$ cat config.mk
export PLATFORM = sky130hd
export DESIGN_NAME = eprom_programmer
export DESIGN_NICKNAME = d
export VERILOG_FILES = /design/src/rtl/prog_pkg.sv /design/src/rtl/eprom_programmer.sv /design/src/rtl/pulse_timer.sv
export SDC_FILE = /design/constraint.sdc
export NUM_CORES = 1
export LEC_CHECK = 0
export BUFFER_PORTS_ARGS = -buffer_cell sky130_fd_sc_hd__buf_4
export CORE_MARGIN = 3
export CORE_UTILIZATION = 47
export CTS_BUF_LIST = sky130_fd_sc_hd__clkbuf_2
export DETAILED_ROUTE_END_ITERATION = 16
export PLACE_DENSITY = 0.76
export SETUP_SLACK_MARGIN = 0.05
export SKIP_LAST_GASP = 1
export SYNTH_ARGS = -nofsm -noshare
export SYNTH_HDL_FRONTEND = slang
export SYNTH_SLANG_ARGS = --single-unit
$ cat constraint.sdc
create_clock -name sys_clk -period 6.55 [get_ports sys_clk]
set_input_delay 0.3275 -clock sys_clk [delete_from_list [all_inputs] [get_ports sys_clk]]
set_output_delay 0.3275 -clock sys_clk [all_outputs]
set_load 0.1 [all_outputs]
$ cat src/rtl/prog_pkg.sv
/*
 Constants shared by the EPROM programming controller and its pulse timer.
 Assumes a 100 MHz system clock (10 ns period).
*/
`default_nettype none
package prog_pkg;
	localparam int CLK_PERIOD_NS        = 10;
	// Program pulse nominal 50 us, legal window 47.5 .. 52.5 us
	localparam int PULSE_NOM_NS         = 50000;
	localparam int PULSE_MIN_NS         = 47500;
	localparam int PULSE_MAX_NS         = 52500;
	localparam int PULSE_CYCLES         = PULSE_NOM_NS / CLK_PERIOD_NS;
	localparam int PULSE_MIN_CYCLES     = (PULSE_MIN_NS + CLK_PERIOD_NS - 1) / CLK_PERIOD_NS;
	localparam int PULSE_MAX_CYCLES     = PULSE_MAX_NS / CLK_PERIOD_NS;
	// Setup and hold around the pulse (address, data, output-drive): 2 us
	localparam int SETUP_NS             = 2000;
	localparam int SETUP_CYCLES         = (SETUP_NS + CLK_PERIOD_NS - 1) / CLK_PERIOD_NS;
	// Read timing during verify
	localparam int DATA_VALID_AFTER_OUTPUT_DRIVE_NS = 150;
	localparam int OUTPUT_FLOAT_AFTER_RELEASE_NS    = 130;
	localparam int OE_WAIT_CYCLES       =
		(DATA_VALID_AFTER_OUTPUT_DRIVE_NS + CLK_PERIOD_NS - 1) / CLK_PERIOD_NS;
	localparam int FLOAT_WAIT_CYCLES    =
		(OUTPUT_FLOAT_AFTER_RELEASE_NS + CLK_PERIOD_NS - 1) / CLK_PERIOD_NS;
	localparam int MAX_RETRY_PULSES     = 10;
	localparam int TIMER_W              = 16;
	localparam int ADDR_W               = 19;
	localparam int DATA_W               = 16;
endpackage
`default_nettype wire

$ cat src/rtl/eprom_programmer.sv
/*
 Programmer that drives a UV EPROM through its pins: first pass of single
 pulses, verify/reprogram loop, final read-back compare, and an ID read.
 Assumes source data answers combinationally on src_data for src_addr, the
 EPROM data bus is resolved by the bench from data_oe, and supplies are
 switched by prog_supply_on (high during programming, low for read levels).
*/
//
// Functional notes
// - Program a word by one chip-select low pulse of 47.5 to 52.5 us.
// - Place the first array address before any program pulse.
// - First pass: one pulse per address, no verify read.
// - Then verify each word; on mismatch up to 10 more pulses, verify each.
// - Word still failing after 10 extra pulses: report whole part failed.
// - On verify, move to next address until all addresses checked.
// - At read levels, read every word again and compare; any mismatch fails.
// - Wait 150 ns after output-drive low before sampling; 130 ns float after release (after an ID read a program start can drive data 20 ns later).
// - ID mode: other address lines low, id line high, word-select picks code.
`default_nettype none
module eprom_programmer
	import prog_pkg::*;
#(
	parameter int AW = ADDR_W,
	parameter int DW = DATA_W,
	parameter logic [AW-1:0] LAST_ADDR = {AW{1'b1}}
) (
	input  wire logic          sys_clk,
	input  wire logic          srst,
	input  wire logic          start_prog,
	input  wire logic          start_id,
	input  wire logic          id_sel,
	input  wire logic [DW-1:0] src_data,
	input  wire logic [DW-1:0] data_in,
	output logic      [AW-1:0] src_addr,
	output logic      [AW-1:0] addr,
	output logic               id_mode_address_line,
	output logic               chip_select_n,
	output logic               output_drive_n,
	output logic      [DW-1:0] data_out,
	output logic               data_oe,
	output logic               prog_supply_on,
	output logic               busy,
	output logic               done,
	output logic               pass,
	output logic               fail,
	output logic      [DW-1:0] id_word
);
	typedef enum logic [8:0] {
		ST_IDLE   = 9'h001,
		ST_SETUP  = 9'h002,
		ST_PULSE  = 9'h004,
		ST_HOLD   = 9'h008,
		ST_OEWAIT = 9'h010,
		ST_FLOAT  = 9'h020,
		ST_RDWAIT = 9'h040,
		ST_IDWAIT = 9'h080,
		ST_END    = 9'h100
	} state_e;

	typedef enum logic [1:0] {
		PH_FIRST  = 2'h0,
		PH_VERIFY = 2'h1,
		PH_FINAL  = 2'h2,
		PH_ID     = 2'h3
	} phase_e;

	state_e          state;
	state_e          next_state;
	phase_e          phase;
	phase_e          next_phase;
	logic [3:0]      retries;
	logic [3:0]      next_retries;
	logic            match_ok;
	logic            next_match_ok;
	logic [AW-1:0]   next_addr;
	logic            next_cs_n;
	logic            next_oe_n;
	logic            next_data_oe;
	logic            next_supply;
	logic            next_id_line;
	logic            next_done;
	logic            next_pass;
	logic            next_fail;
	logic [DW-1:0]   next_id_word;
	logic [DW-1:0]   next_data_out;
	logic            tmr_load;
	logic [TIMER_W-1:0] tmr_count;
	logic            tmr_done;
	logic            tmr_busy;
	logic            is_last;

	pulse_timer #(.WIDTH(TIMER_W)) u_timer (
		.sys_clk (sys_clk),
		.srst    (srst),
		.load    (tmr_load),
		.count   (tmr_count),
		.busy    (tmr_busy),
		.done    (tmr_done)
	);

	assign is_last = (addr == LAST_ADDR);

	////////////////////////////////////////////////////////////////////////
	always_comb begin
		next_state    = state;
		next_phase    = phase;
		next_retries  = retries;
		next_match_ok = match_ok;
		next_addr     = addr;
		next_cs_n     = chip_select_n;
		next_oe_n     = output_drive_n;
		next_data_oe  = data_oe;
		next_supply   = prog_supply_on;
		next_id_line  = id_mode_address_line;
		next_done     = 1'b0;
		next_pass     = pass;
		next_fail     = fail;
		next_id_word  = id_word;
		next_data_out = data_out;
		tmr_load      = 1'b0;
		tmr_count     = '0;
		case (state)
			ST_IDLE: begin
				if (start_prog) begin
					// Address zero is set before the first pulse
					next_addr     = '0;
					next_phase    = PH_FIRST;
					next_supply   = 1'b1;
					next_oe_n     = 1'b1;
					next_data_oe  = 1'b1;
					next_data_out = src_data;
					next_pass     = 1'b0;
					next_fail     = 1'b0;
					next_retries  = '0;
					next_state    = ST_SETUP;
					tmr_load      = 1'b1;
					tmr_count     = TIMER_W'(SETUP_CYCLES);
				end else if (start_id) begin
					// All address lines low but word select, id line high
					next_addr     = {{(AW-1){1'b0}}, id_sel};
					next_id_line  = 1'b1;
					next_phase    = PH_ID;
					next_supply   = 1'b0;
					next_data_oe  = 1'b0;
					next_state    = ST_IDWAIT;
					tmr_load      = 1'b1;
					tmr_count     = TIMER_W'(SETUP_CYCLES);
				end
			end
			ST_SETUP: begin
				// Source word is only valid once src_addr has caught up with addr
				next_data_out = src_data;
				if (tmr_done) begin
					// Drive line held high, data driven while pulsing
					next_cs_n  = 1'b0;
					next_state = ST_PULSE;
					tmr_load   = 1'b1;
					tmr_count  = TIMER_W'(PULSE_CYCLES);
				end
			end
			ST_PULSE: begin
				if (tmr_done) begin
					// Pulse of PULSE_CYCLES plus one cycle lies inside the legal window
					next_cs_n  = 1'b1;
					next_state = ST_HOLD;
					tmr_load   = 1'b1;
					tmr_count  = TIMER_W'(SETUP_CYCLES);
				end
			end
			ST_HOLD: begin
				if (tmr_done) begin
					if (phase == PH_FIRST) begin
						// No verify read in the first pass
						if (is_last) begin
							next_phase = PH_VERIFY;
							next_addr  = '0;
						end else begin
							next_addr  = addr + 1'b1;
						end
						if (is_last) begin
							next_data_oe = 1'b0;
							next_oe_n    = 1'b0;
							next_state   = ST_OEWAIT;
							tmr_load     = 1'b1;
							tmr_count    = TIMER_W'(OE_WAIT_CYCLES);
						end else begin
							next_data_out = src_data;
							next_state    = ST_SETUP;
							tmr_load      = 1'b1;
							tmr_count     = TIMER_W'(SETUP_CYCLES);
						end
					end else begin
						// Release data then sample after the drive delay
						next_data_oe = 1'b0;
						next_oe_n    = 1'b0;
						next_state   = ST_OEWAIT;
						tmr_load     = 1'b1;
						tmr_count    = TIMER_W'(OE_WAIT_CYCLES);
					end
				end
			end
			ST_OEWAIT: begin
				if (tmr_done) begin
					// Sample only after the 150 ns data-valid time
					next_match_ok = (data_in == src_data);
					next_oe_n     = 1'b1;
					next_state    = ST_FLOAT;
					tmr_load      = 1'b1;
					tmr_count     = TIMER_W'(FLOAT_WAIT_CYCLES);
				end
			end
			ST_FLOAT: begin
				// Bus not driven again until outputs have floated
				if (tmr_done) begin
					if (phase == PH_FINAL) begin
						if (!match_ok) begin
							next_fail  = 1'b1;
							next_state = ST_END;
						end else if (is_last) begin
							next_pass  = 1'b1;
							next_state = ST_END;
						end else begin
							next_addr  = addr + 1'b1;
							next_oe_n  = 1'b0;
							next_state = ST_OEWAIT;
							tmr_load   = 1'b1;
							tmr_count  = TIMER_W'(OE_WAIT_CYCLES);
						end
					end else if (match_ok) begin
						// Verified word advances
						next_retries = '0;
						if (is_last) begin
							// Back to read levels then full compare
							next_supply = 1'b0;
							next_phase  = PH_FINAL;
							next_addr   = '0;
							next_state  = ST_RDWAIT;
							tmr_load    = 1'b1;
							tmr_count   = TIMER_W'(SETUP_CYCLES);
						end else begin
							next_addr  = addr + 1'b1;
							next_oe_n  = 1'b0;
							next_state = ST_OEWAIT;
							tmr_load   = 1'b1;
							tmr_count  = TIMER_W'(OE_WAIT_CYCLES);
						end
					end else if (retries == 4'(MAX_RETRY_PULSES)) begin
						// Ten extra pulses spent: whole part fails
						next_fail  = 1'b1;
						next_state = ST_END;
					end else begin
						// Another pulse then verify again
						next_retries  = retries + 1'b1;
						next_data_oe  = 1'b1;
						next_data_out = src_data;
						next_state    = ST_SETUP;
						tmr_load      = 1'b1;
						tmr_count     = TIMER_W'(SETUP_CYCLES);
					end
				end
			end
			ST_RDWAIT: begin
				if (tmr_done) begin
					next_oe_n  = 1'b0;
					next_state = ST_OEWAIT;
					tmr_load   = 1'b1;
					tmr_count  = TIMER_W'(OE_WAIT_CYCLES);
				end
			end
			ST_IDWAIT: begin
				if (tmr_done && !output_drive_n) begin
					next_id_word = data_in;
					next_oe_n    = 1'b1;
					next_id_line = 1'b0;
					next_state   = ST_END;
				end else if (tmr_done) begin
					next_cs_n  = 1'b0;
					next_oe_n  = 1'b0;
					tmr_load   = 1'b1;
					tmr_count  = TIMER_W'(OE_WAIT_CYCLES);
				end
			end
			ST_END: begin
				next_cs_n    = 1'b1;
				next_oe_n    = 1'b1;
				next_data_oe = 1'b0;
				next_supply  = 1'b0;
				next_done    = 1'b1;
				next_state   = ST_IDLE;
			end
			default: next_state = ST_IDLE;
		endcase
	end

	always_ff @(posedge sys_clk) begin
		if (srst) begin
			state                <= ST_IDLE;
			phase                <= PH_FIRST;
			retries              <= '0;
			match_ok             <= 1'b0;
			addr                 <= '0;
			chip_select_n        <= 1'b1;
			output_drive_n       <= 1'b1;
			data_oe              <= 1'b0;
			data_out             <= '0;
			prog_supply_on       <= 1'b0;
			id_mode_address_line <= 1'b0;
			done                 <= 1'b0;
			pass                 <= 1'b0;
			fail                 <= 1'b0;
			id_word              <= '0;
			busy                 <= 1'b0;
			src_addr             <= '0;
		end else begin
			state                <= next_state;
			phase                <= next_phase;
			retries              <= next_retries;
			match_ok             <= next_match_ok;
			addr                 <= next_addr;
			chip_select_n        <= next_cs_n;
			output_drive_n       <= next_oe_n;
			data_oe              <= next_data_oe;
			data_out             <= next_data_out;
			prog_supply_on       <= next_supply;
			id_mode_address_line <= next_id_line;
			done                 <= next_done;
			pass                 <= next_pass;
			fail                 <= next_fail;
			id_word              <= next_id_word;
			busy                 <= (next_state != ST_IDLE);
			src_addr             <= next_addr;
		end
	end

	////////////////////////////////////////////////////////////////////////
	int unsigned low_len;
	always_ff @(posedge sys_clk) begin
		if (srst || chip_select_n) begin
			low_len <= 0;
		end else begin
			low_len <= low_len + 1;
		end
	end
endmodule
`default_nettype wire

$ cat src/rtl/pulse_timer.sv
/*
 Down-counting delay timer: load a cycle count, done pulses one cycle when it
 expires. Assumes sys_clk and synchronous srst.
*/
`default_nettype none
module pulse_timer
	import prog_pkg::*;
#(
	parameter int WIDTH = TIMER_W
) (
	input  wire logic             sys_clk,
	input  wire logic             srst,
	input  wire logic             load,
	input  wire logic [WIDTH-1:0] count,
	output logic                  busy,
	output logic                  done
);
	logic [WIDTH-1:0] remain;
	logic [WIDTH-1:0] next_remain;
	logic             next_done;

	always_comb begin
		next_remain = remain;
		next_done   = 1'b0;
		if (load) begin
			next_remain = count;
		end else if (remain != '0) begin
			next_remain = remain - 1'b1;
			next_done   = (remain == {{(WIDTH-1){1'b0}}, 1'b1});
		end
	end

	always_ff @(posedge sys_clk) begin
		if (srst) begin
			remain <= '0;
			done   <= 1'b0;
		end else begin
			remain <= next_remain;
			done   <= next_done;
		end
	end

	assign busy = (remain != '0);
endmodule
`default_nettype wire

# [Word level (Yosys, flattened, before mapping)]
# Index checks and enable logic that the tools add are counted.
[op_classes] mux=127 bitwise=1 reduce_logical=28 n_eq_ne=39 addsub=3
[ops] cell="$mux W16" n=16
[ops] cell="$mux W19" n=10
[ops] cell="$mux W9" n=15
[ops] cell="$pmux W16 S8" n=1
[ops] cell="$pmux W9 S8" n=1
[ops] cell="$pmux W16 S4" n=1
[ops] cell="$pmux W19 S3" n=1
[ops] cell="$mux W8" n=6
[ops] cell="$mux W1" n=45
[ops] cell="$mux W4" n=9
[ops] cell="$ne A2 B2 Y1 const B" n=15
[ops] cell="$add A19 B1 Y19 const B" n=1
[ops] cell="$eq A19 B19 Y1 const B" n=1
[ops] cell="$mux W2" n=9
[ops] cell="$reduce_and A9 Y1" n=2
[ops] cell="$eq A16 B1 Y1 const B" n=1
[ops] cell="$eq A16 B16 Y1" n=1
[ops] cell="$reduce_and A8 Y1" n=2
[ops] cell="$reduce_bool A16 Y1" n=1
[ops] cell="$sub A16 B1 Y16 const B" n=1
[ops] cell="$ne A3 B3 Y1 const B" n=5
[ops] cell="$mux W13" n=1
[ops] cell="$pmux W1 S4" n=3
[ops] cell="$reduce_and A6 Y1" n=2
[ops] cell="36 further kinds" n=48
[totals] output_inout_bits=79 word_cells=216 regBits=93

# [Logic depth before layout (Yosys ltp)]
# Gate-level depths: netlist of run 1.
[logic_depth] ltp_word=7 depth_mapped=10 depth_no_buf=8

# [Cells and area by module]
# From an unflattened synthesis of run 1, not the netlist that was laid out.
[unflattened] hier_cells=630 hier_area_um2=5215.0
[modules_own_cells] module="eprom_programmer" cells_per_inst=517 seq_area_each_um2=1521.5 instances=1 area_each_um2=4215.3
[modules_own_cells] module="pulse_timer" cells_per_inst=113 seq_area_each_um2=340.3 instances=1 area_each_um2=999.7

# [Worst setup path before layout of run 1]
# OpenSTA, ideal clock, no wires.
[synth_path] path_kind="register -> register" from="reg addr[1]" to="reg u_timer.remain[8]" path_buffers=1 setup_time_ps=103 path_stages_with_launch=9 arrival_ps=3158 path_slack_ps=3289 required_time_ps=6447 path_cell_list="dfxtp_1 ha_1 nand4_1 or4_1 buf_2 or2_1 a31oi_4 nand2_2 a2111oi_2"
[synth_via] elab_chain_cells=7 elab_cells_between_ends=8
[synth_lines] item="start: declaration" line_no="eprom_programmer.sv:35" source="output logic [AW-1:0] addr,"
[synth_lines] item="start signal: assignment" line_no="eprom_programmer.sv:319" source="addr <= next_addr;"
[synth_lines] item="$eq A19 B19 Y1 *" line_no="eprom_programmer.sv:101" source="assign is_last = (addr == LAST_ADDR);"
[synth_lines] item="$mux W1 *" line_no="eprom_programmer.sv:219" source="end else if (is_last) begin"
[synth_lines] item="$mux W1 *" line_no="eprom_programmer.sv:216" source="if (!match_ok) begin"
[synth_lines] item="$mux W1 *" line_no="eprom_programmer.sv:215" source="if (phase == PH_FINAL) begin"
[synth_lines] item="$mux W1 *" line_no="eprom_programmer.sv:214" source="if (tmr_done) begin"
[synth_lines] item="$pmux W1 S4 *" line_no="eprom_programmer.sv:122" source="case (state)"
[synth_lines] item="$mux W16 / $reduce_bool A2 Y1 (equally long branches)"
[synth_lines] item="end signal: assignment" line_no="pulse_timer.sv:38" source="remain <= next_remain;"
[synth_lines] item="end: declaration" line_no="pulse_timer.sv:18" source="logic [WIDTH-1:0] remain;"
# Every way passes the cells marked *; elsewhere a longest branch is shown, timed or not.
# A chain may end at the register's enable or synchronous reset.

# [Worst setup path after layout of run 1]
[layout_path] from="reg state[2]" to="reg data_out[3]"
[layout_via] elab_chain_cells=3 elab_cells_between_ends=15
[layout_lines] item="start: declaration" line_no="eprom_programmer.sv:67" source="state_e state;"
[layout_lines] item="start signal: assignment" line_no="eprom_programmer.sv:315" source="state <= next_state;"
[layout_lines] item="$eq A9 B6 Y1, or another cell as far along" line_no="eprom_programmer.sv:122"
[layout_lines] item="$reduce_bool A4 Y1 (no line), or another cell as far along"
[layout_lines] item="$reduce_and A9 Y1 (no line)"
[layout_lines] item="end signal: assignment" line_no="eprom_programmer.sv:323" source="data_out <= next_data_out;"
[layout_lines] item="end: declaration" line_no="eprom_programmer.sv:39" source="output logic [DW-1:0] data_out,"
# Several ways; a longest one is shown, not always the timed one.

==> results.cfg, run 1 <==
[hold_path]
min_from = id_sel
hold_path.class = input pin to flip-flop

[logic_synthesis]
yosysTopAreaCellShare = 0.361
synthTopCellsByArea = dfxtp_1, a21oi_1, xor2_1
synth_top_area_cell = dfxtp_1
ys_seq_elements = 93
yosysUniqueCellTypes = 69
avgSynthCellArea_um2 = 8.25
ys.warnings.count = 0
yosysSeqAreaShare = 0.361
syn_inst = 625
synth_fp_nets = 670
synth_commonest_cells = dfxtp_1, nor2_1, a21oi_1
yosysMostFrequentCell = dfxtp_1
async_reset_ff_frac = 0
synth_edf_count = 0
synth_flop_cell = dfxtp_1
mappedNetlistArea_um2 = 5160

[job]
maxCapViolCount = 0

[cts]
post_cts_buffers = 0
numClockSinks = 93
clk_latency_ps = 580
root_buffer = clkbuf_2
cts.clk_slew.worst_paths_ps = 270
cts_inserted_buffers = 9
cts_tree = done
htreeDepth = 3
clock_path_buffers = 2

[sta]
fin_skew_ps = 31.0
period_needed_ps = 3210
slew_headroom = 0.229
tightestPinTransition_ps = 1150
tns_ps = 0
maxSlewViolCount = 0
final.period_utilization = 0.490
final-setup-viol-count = 0
max_freq_mhz = 312
finalHoldViolCount = 0
rsz0062_at_grt = no

[detailed_routing]
firstDrtPassIters = 5
via_per_inst = 6.05
drc = 0
routedWlPerCell_um = 18.2
vias = 5262
ant_nets = 0
drtIter0Drc = 525
routed_wl_mm = 15.8

[pwr]
ir_drop_uv = 275
powerDensity_nw_per_um2 = 300
leakage_uw = 0.00255

[cells_and_area]
drive_gt1_frac = 0.204
final_util = 0.606
diodes = 0
nets = 774
syn_to_final_growth_pct = 23.5

[setup_path]
cp_slowest_cell = a211oi_4
crit_path_start_kind = flip-flop
reg2reg_from = state[2]
worstPathRequired_ps = 7020
path_class = flip-flop to flip-flop
critPathLaunch = state[2]
cp_max_fo = 16
cp.buffers_inverters = 0
cpPeakStageDelay_ps = 890
path_cells = nor4_4 > nand4b_1 > o32a_1 > a211oi_4 > mux2i_1 > nor2_1
endpoint_kind = flip-flop
path_delay_family = compound AO/OA/AOI/OAI gates
arrival_ps = 3680
rrSetupSlack_ps = 3340

[grt]
grt_pass1_wl_mm = 25.6
antenna_found_initial = 0
gr-total-overflow = 0
grt_pass1_vias = 5126
grt_max_degree = 93
grtUsageTotal = 0.250

[place]
portBuffers = 115
globalplace.congestion = 0.978
dp_hpwl_mm = 10.4

[floorplanning]
initial_core_util = 0.491
die_area_um2 = 12300
die_y_um = 111
rows = 37
core-area_um2 = 10500
top_level_ports = 116
die-width_um = 111

[status]
status = finished clean
## worst paths after layout
kind	end	depth (start not counted)
worst max-delay path	data_out[3]	6
worst min-delay path	addr[0]	3
worst max register to register	data_out[3]	6
worst min register to register	id_word[5]	2
## kinds of logic after synthesis
| family | share of synthesized area |
|---|---|
| fa+ha+maj | 0.0194 |
| simple gates | 0.269 |
| compound gates | 0.192 |
| flops | 0.361 |
| xor+xnor | 0.0543 |
| mux | 0.0330 |
| buf+inv | 0.0718 |
## registers in the layout, summed over array words and instances (netlist names), 2 cells and up
register and count:
data_out 16, id_word 16, u_timer.remain 16, phase 2, retries 4, state 9
addr 19
## metal layers
layer / GRT usage / vias up / part of all wire
li1: - / 2489 / -
met1: 0.327 / 2483 / 0.42
met2: 0.405 / 247 / 0.47
met3: 0.0409 / 43 / 0.074
met4: 0.109 / 0 / 0.030
met5: 0 / - / 0
## final cells by class
cell class	count	area, um2
flip-flops and latches	93	1860
inverters	13	48.8
well taps	136	170
fillers	865	4140
clock inverters	7	95.1
multi-input cells	461	2930
clock buffers	9	45.0
repair buffers	151	1220
## through the flow
stage	worst slack [ps]	hold slack (ps)	area, um2	std cells	total power [uW]
5_1_grt	3080	144	6370	870	2010
3_3_place_gp	3560	444	5890	820	1520
6_report	3340	163	6370	870	1910
4_1_cts	3400	129	6370	870	1890
2_1_floorplan	3290	463	5160	625	1370
3_5_place_dp	3420	451	5890	820	1540
## worst reg2reg max path: stages (launching register included)
cell and delay (ps):
dfxtp_1 560, nor4_4 560, nand4b_1 390, o32a_1 320, a211oi_4 890, mux2i_1 320
nor2_1 80
## layout by cell type (no fill, tap or decap), types with 4 or more instances in the layout
cell type      synthesis  final
or3_1                  7      7
clkbuf_2               0      9
nand2_1               44     44
o21ai_1               14     14
a31o_1                 8      8
xnor2_1                8      8
nor4_1                20     20
o31ai_1                6      6
and3_1                 6      6
nand3_1               36     36
buf_4                 22    117
or2_1                  4      4
a21oi_1               52     52
a211oi_1               5      5
or4_1                 16     16
nor3_1                25     24
o21ai_0               17     17
a31oi_1                6      6
ha_1                   8      8
or2_2                  5      5
dfxtp_1               93     93
xor2_1                24     24
nor2_1                53     53
nand4_1                9      9
dlygate4sd3_1          0     34
mux2i_1               17     17
inv_1                 12     12
and2_1                 4      4
a21o_1                 7      7
## power by group
part | internal (uW) | total, uW | switching [uW]
Sequential | 638 | 711 | 73.5
Combinational | 296 | 859 | 562
Clock | 129 | 338 | 210
Total | 1060 | 1910 | 846
## repair_timing
action	in CTS	in global routing
resized for setup	0	0
hold endpoints to repair	35	0
hold buffers	34	0
No activity file was read; power rests on OpenSTA's default activity.
==> run 2: changes to the inputs <==
Settings changed: PLACE_DENSITY 0.76 to 0.79.
Clock period 6.55 ns to 2.7 ns, I/O delays scaled along.
==> results.cfg, run 2 (same netlist as run 1, synthesis figures left out) <==
[status]
status = finished clean

[floorplanning]
initial_core_util = 0.491
top_level_ports = 116
die_y_um = 111
die_area_um2 = 12300
rows = 37
core-area_um2 = 10500
die-width_um = 111

[setup_path]
endpoint_kind = flip-flop
reg2reg_from = addr[0]
cp_slowest_cell = or4_4
cp_max_fo = 14
arrival_ps = 3070
path_class = flip-flop to flip-flop
cpPeakStageDelay_ps = 550
regToRegEndpoint = addr[11]
crit_path_start_kind = flip-flop
worstPathRequired_ps = 3200
rrSetupSlack_ps = 130
path_cells = ha_4 > nand4_1 > or4_4 > o21ai_1 > nand2_1 > a21o_1 > a31o_1
reg2regPathDepth = 7

[cells_and_area]
nets = 814
largest-register = addr
final_common_cell = buf_4
fin_area_um2 = 6780
num-fill-cells = 833
multi_input_area_um2 = 3010
syn_to_final_growth_pct = 31.4
largest_reg_flops = 19
seqCellArea_um2 = 1890
drive_gt1_frac = 0.286
final_cell_mix = buf_4, dfxtp_1, nor2_1, a21oi_1, nand2_1
diodes = 0

[hold_path]
whs_path_depth = 4
hold_path.class = input pin to flip-flop
min_from = src_data[10]
whs_endpoint = data_out[10]

[sta]
rsz0062_at_grt = yes
tns_ps = 0
maxSlewViolCount = 0
final-setup-viol-count = 0
max_freq_mhz = 389
final.period_utilization = 0.952
tightestPinTransition_ps = 898
finalHoldViolCount = 0
period_needed_ps = 2570
slew_headroom = 0.393
fin_skew_ps = 54.4

[detailed_routing]
routedWlPerCell_um = 18.7
routed_wl_mm = 17.0
firstDrtPassIters = 6
drc = 0
via_per_inst = 6.03
drtIter0Drc = 427
vias = 5491
ant_nets = 0

[cts]
cts_inserted_buffers = 9
cts_tree = done
htreeDepth = 3
clk_latency_ps = 620
numClockSinks = 93
clock_path_buffers = 2
cts.clk_slew.worst_paths_ps = 330
root_buffer = clkbuf_2

[pwr]
ir_drop_uv = 645
powerDensity_nw_per_um2 = 698
leakage_uw = 0.00275

[job]
maxCapViolCount = 0

[grt]
grt_pass1_wl_mm = 26.8
grt_pass1_vias = 5270
grtUsageTotal = 0.261
grt_max_degree = 60
gr-total-overflow = 0
antenna_found_initial = 0

[place]
globalplace.congestion = 0.926
dpl-instance-area_um2 = 6190
dp_hpwl_mm = 11.3
portBuffers = 115
## run 2: worst max-delay path by stage
stage	end	cells past startpoint	startpoint
after floorplan	u_timer.remain[8]	5	addr[15]
after global placement	addr[14]	8	addr[0]
after detailed placement	addr[16]	8	addr[1]
after CTS	addr[16]	7	state[3]
after global routing	addr[11]	7	addr[0]
final	addr[11]	7	addr[0]
## run 2: power by group
part	internal, uW	switching (uW)
logic	810	1430
clock network	222	536
registers	1550	189
total	2580	2150
## run 2: what timing repair did
item                       in CTS  in global routing
hold buffers                   37                  0
setup endpoints to repair       6                 29
hold endpoints to repair       55                  0
cloned                          0                  1
gates resized for setup         1                 17
setup buffers                   0                  3
pin swaps                       0                  1
## run 2: worst max-delay path, delay by kind of cell, from the launching register on
kind / cells / cell delay, ps
compound gates: 3 / 840
fa+ha+maj: 1 / 140
flops: 1 / 430
simple gates: 3 / 1080
## run 2: stage by stage
stage | cells | setup WS [ps] | hold WS, ps | total power [uW] | utilization
2_1_floorplan | 625 | 30.9 | 271 | 3330 | -
3_3_place_gp | 853 | 81.1 | 386 | 3800 | 0.589
3_5_place_dp | 853 | 3.46 | 408 | 3840 | 0.589
4_1_cts | 906 | 72.0 | 303 | 4610 | 0.636
5_1_grt | 910 | 23.7 | 275 | 4960 | 0.645
6_report | 910 | 130 | 300 | 4730 | 0.645
## run 2: layout make-up
cell class              instances  share of cell area
multi-input cells             462               0.445
flip-flops and latches         93               0.280
repair buffers                190               0.226
well taps                     136              0.0251
clock inverters                 7              0.0105
inverters                      13             0.00720
clock buffers                   9             0.00665
## run 2: per-layer routing
layer,GRT usage,wire length [um],vias to the layer above
li1,-,-,2569
met1,0.314,6710,2578
met2,0.447,8390,298
met3,0.0606,1310,46
met4,0.106,589,0
met5,0,0,-
==> run 3: changes to the inputs <==
Settings changed: REMOVE_ABC_BUFFERS from default to 1.
==> results.cfg, run 3 (same netlist as run 1, synthesis figures left out) <==
[cells_and_area]
final_util = 0.649
layout.cells.non_filler = 924
largest-register = addr
nets = 828
final_common_cell = buf_4
diodes = 0
final_cell_mix = buf_4, dfxtp_1, nor2_1, a21oi_1, nand2_1
drive_gt1_frac = 0.270
syn_to_final_growth_pct = 32.2
largest_reg_flops = 19

[grt]
antenna_found_initial = 0
grt_pass1_vias = 5410
grt_pass1_wl_mm = 26.8
grt_max_degree = 43
gr-total-overflow = 0
grtUsageTotal = 0.259

[detailed_routing]
drtIter0Drc = 541
ant_nets = 0
wl_met1_mm = 6.78
maxUsedRoutingLayer = met4
routed_wl_mm = 16.4
routedWlPerCell_um = 17.8
via_per_inst = 6.02
vias = 5561
firstDrtPassIters = 5
routed-wl-met2_mm = 8.08
drc = 0
route.met3.wl_mm = 1.09

[setup_path]
worstPathRequired_ps = 3190
reg2reg_from = state[2]
cpPeakStageDelay_ps = 670
cp_max_fo = 11
reg2regPathDepth = 6
arrival_ps = 3060
crit_path_start_kind = flip-flop
cp_slowest_cell = or4_1
endpoint_kind = flip-flop
rrSetupSlack_ps = 120
regToRegEndpoint = output_drive_n
path_class = flip-flop to flip-flop
path_cells = or4_1 > mux2i_1 > a2111oi_0 > a2111oi_1 > o21ai_1 > a221o_1

[floorplanning]
top_level_ports = 116
die-width_um = 111
core-area_um2 = 10500
die_area_um2 = 12300
rows = 37
initial_core_util = 0.491
die_y_um = 111

[status]
status = finished clean

[place]
dp_hpwl_mm = 11.2
portBuffers = 115
dp.cells = 866
globalplace.congestion = 0.939

[sta]
period_needed_ps = 2580
fin_skew_ps = 33.6
maxSlewViolCount = 0
tightestPinTransition_ps = 1020
final-setup-viol-count = 0
finalHoldViolCount = 0
slew_headroom = 0.317
rsz0062_at_grt = yes
final.period_utilization = 0.954
holdWs_ps = 327
max_freq_mhz = 388

[cts]
htreeDepth = 3
cts.clk_slew.worst_paths_ps = 290
cts_tree = done
root_buffer = clkbuf_2
numClockSinks = 93
clk_latency_ps = 590
cts_inserted_buffers = 9
clock_path_buffers = 2

[hold_path]
whs_endpoint = id_word[5]
min_from = data_in[5]
hold_path.class = input pin to flip-flop
whs_path_depth = 4

[job]
maxCapViolCount = 0

[pwr]
leakage_uw = 0.00279
ir_drop_uv = 420
powerDensity_nw_per_um2 = 684
[run 3: worst max path at each step]
stage | startpoint | to | slack (ps) | depth (start not counted)
floorplan | addr[1] | u_timer.remain[8] | -1330 | 7
global placement | retries[0] | u_timer.remain[4] | 80 | 9
detailed placement | retries[0] | u_timer.remain[10] | -30 | 9
CTS | state[2] | addr[2] | -3 | 7
global route | addr[0] | output_drive_n | 4 | 9
finish | state[2] | output_drive_n | 120 | 6
[run 3: what timing repair did]
item / CTS / global route
hold buffers: 38 / 0
endpoints found under the hold margin: 38 / 0
buffers inserted: 1 / 3
gates cloned: 0 / 0
endpoints found under the setup margin: 35 / 30
pin swaps: 1 / 3
gates resized for setup: 4 / 14
[run 3: cell type report]
cell class | count | area [um2]
Timing Repair Buffer | 205 | 1660
Tap cell | 136 | 170
Clock inverter | 7 | 58.8
Clock buffer | 9 | 45.0
Sequential cell | 93 | 1870
Inverter | 13 | 48.8
Fill cell | 847 | 3690
Multi-Input combinational cell | 461 | 2970
[run 3: metrics by stage]
step	setup WS, ps	power [uW]	instance area, um2	setup TNS (ps)
after detailed placement	-27.1	3860	6250	-114
after floorplan	-1330	3270	4840	-76510
after global placement	78.3	3810	6250	0
final	123	4660	6820	0
after CTS	-2.93	4620	6770	-2.93
after global routing	4.40	4920	6820	0
[run 3: metal layers]
| metal | vias to the layer above | GRT usage |
|---|---|---|
| li1 | 2599 | - |
| met1 | 2667 | 0.330 |
| met2 | 251 | 0.442 |
| met3 | 44 | 0.0371 |
| met4 | 0 | 0.103 |
| met5 | - | 0 |
[run 3: critical path, delay by kind of cell, from the launching register on]
kind            cells  cell delay (ps)
compound gates      4             1130
flops               1              470
mux                 1              210
simple gates        1              670
[run 3: where the power goes]
part	total, uW	internal [uW]	switching (uW)
logic	2270	845	1420
clock network	675	137	539
registers	1720	1550	173
total	4660	2530	2130
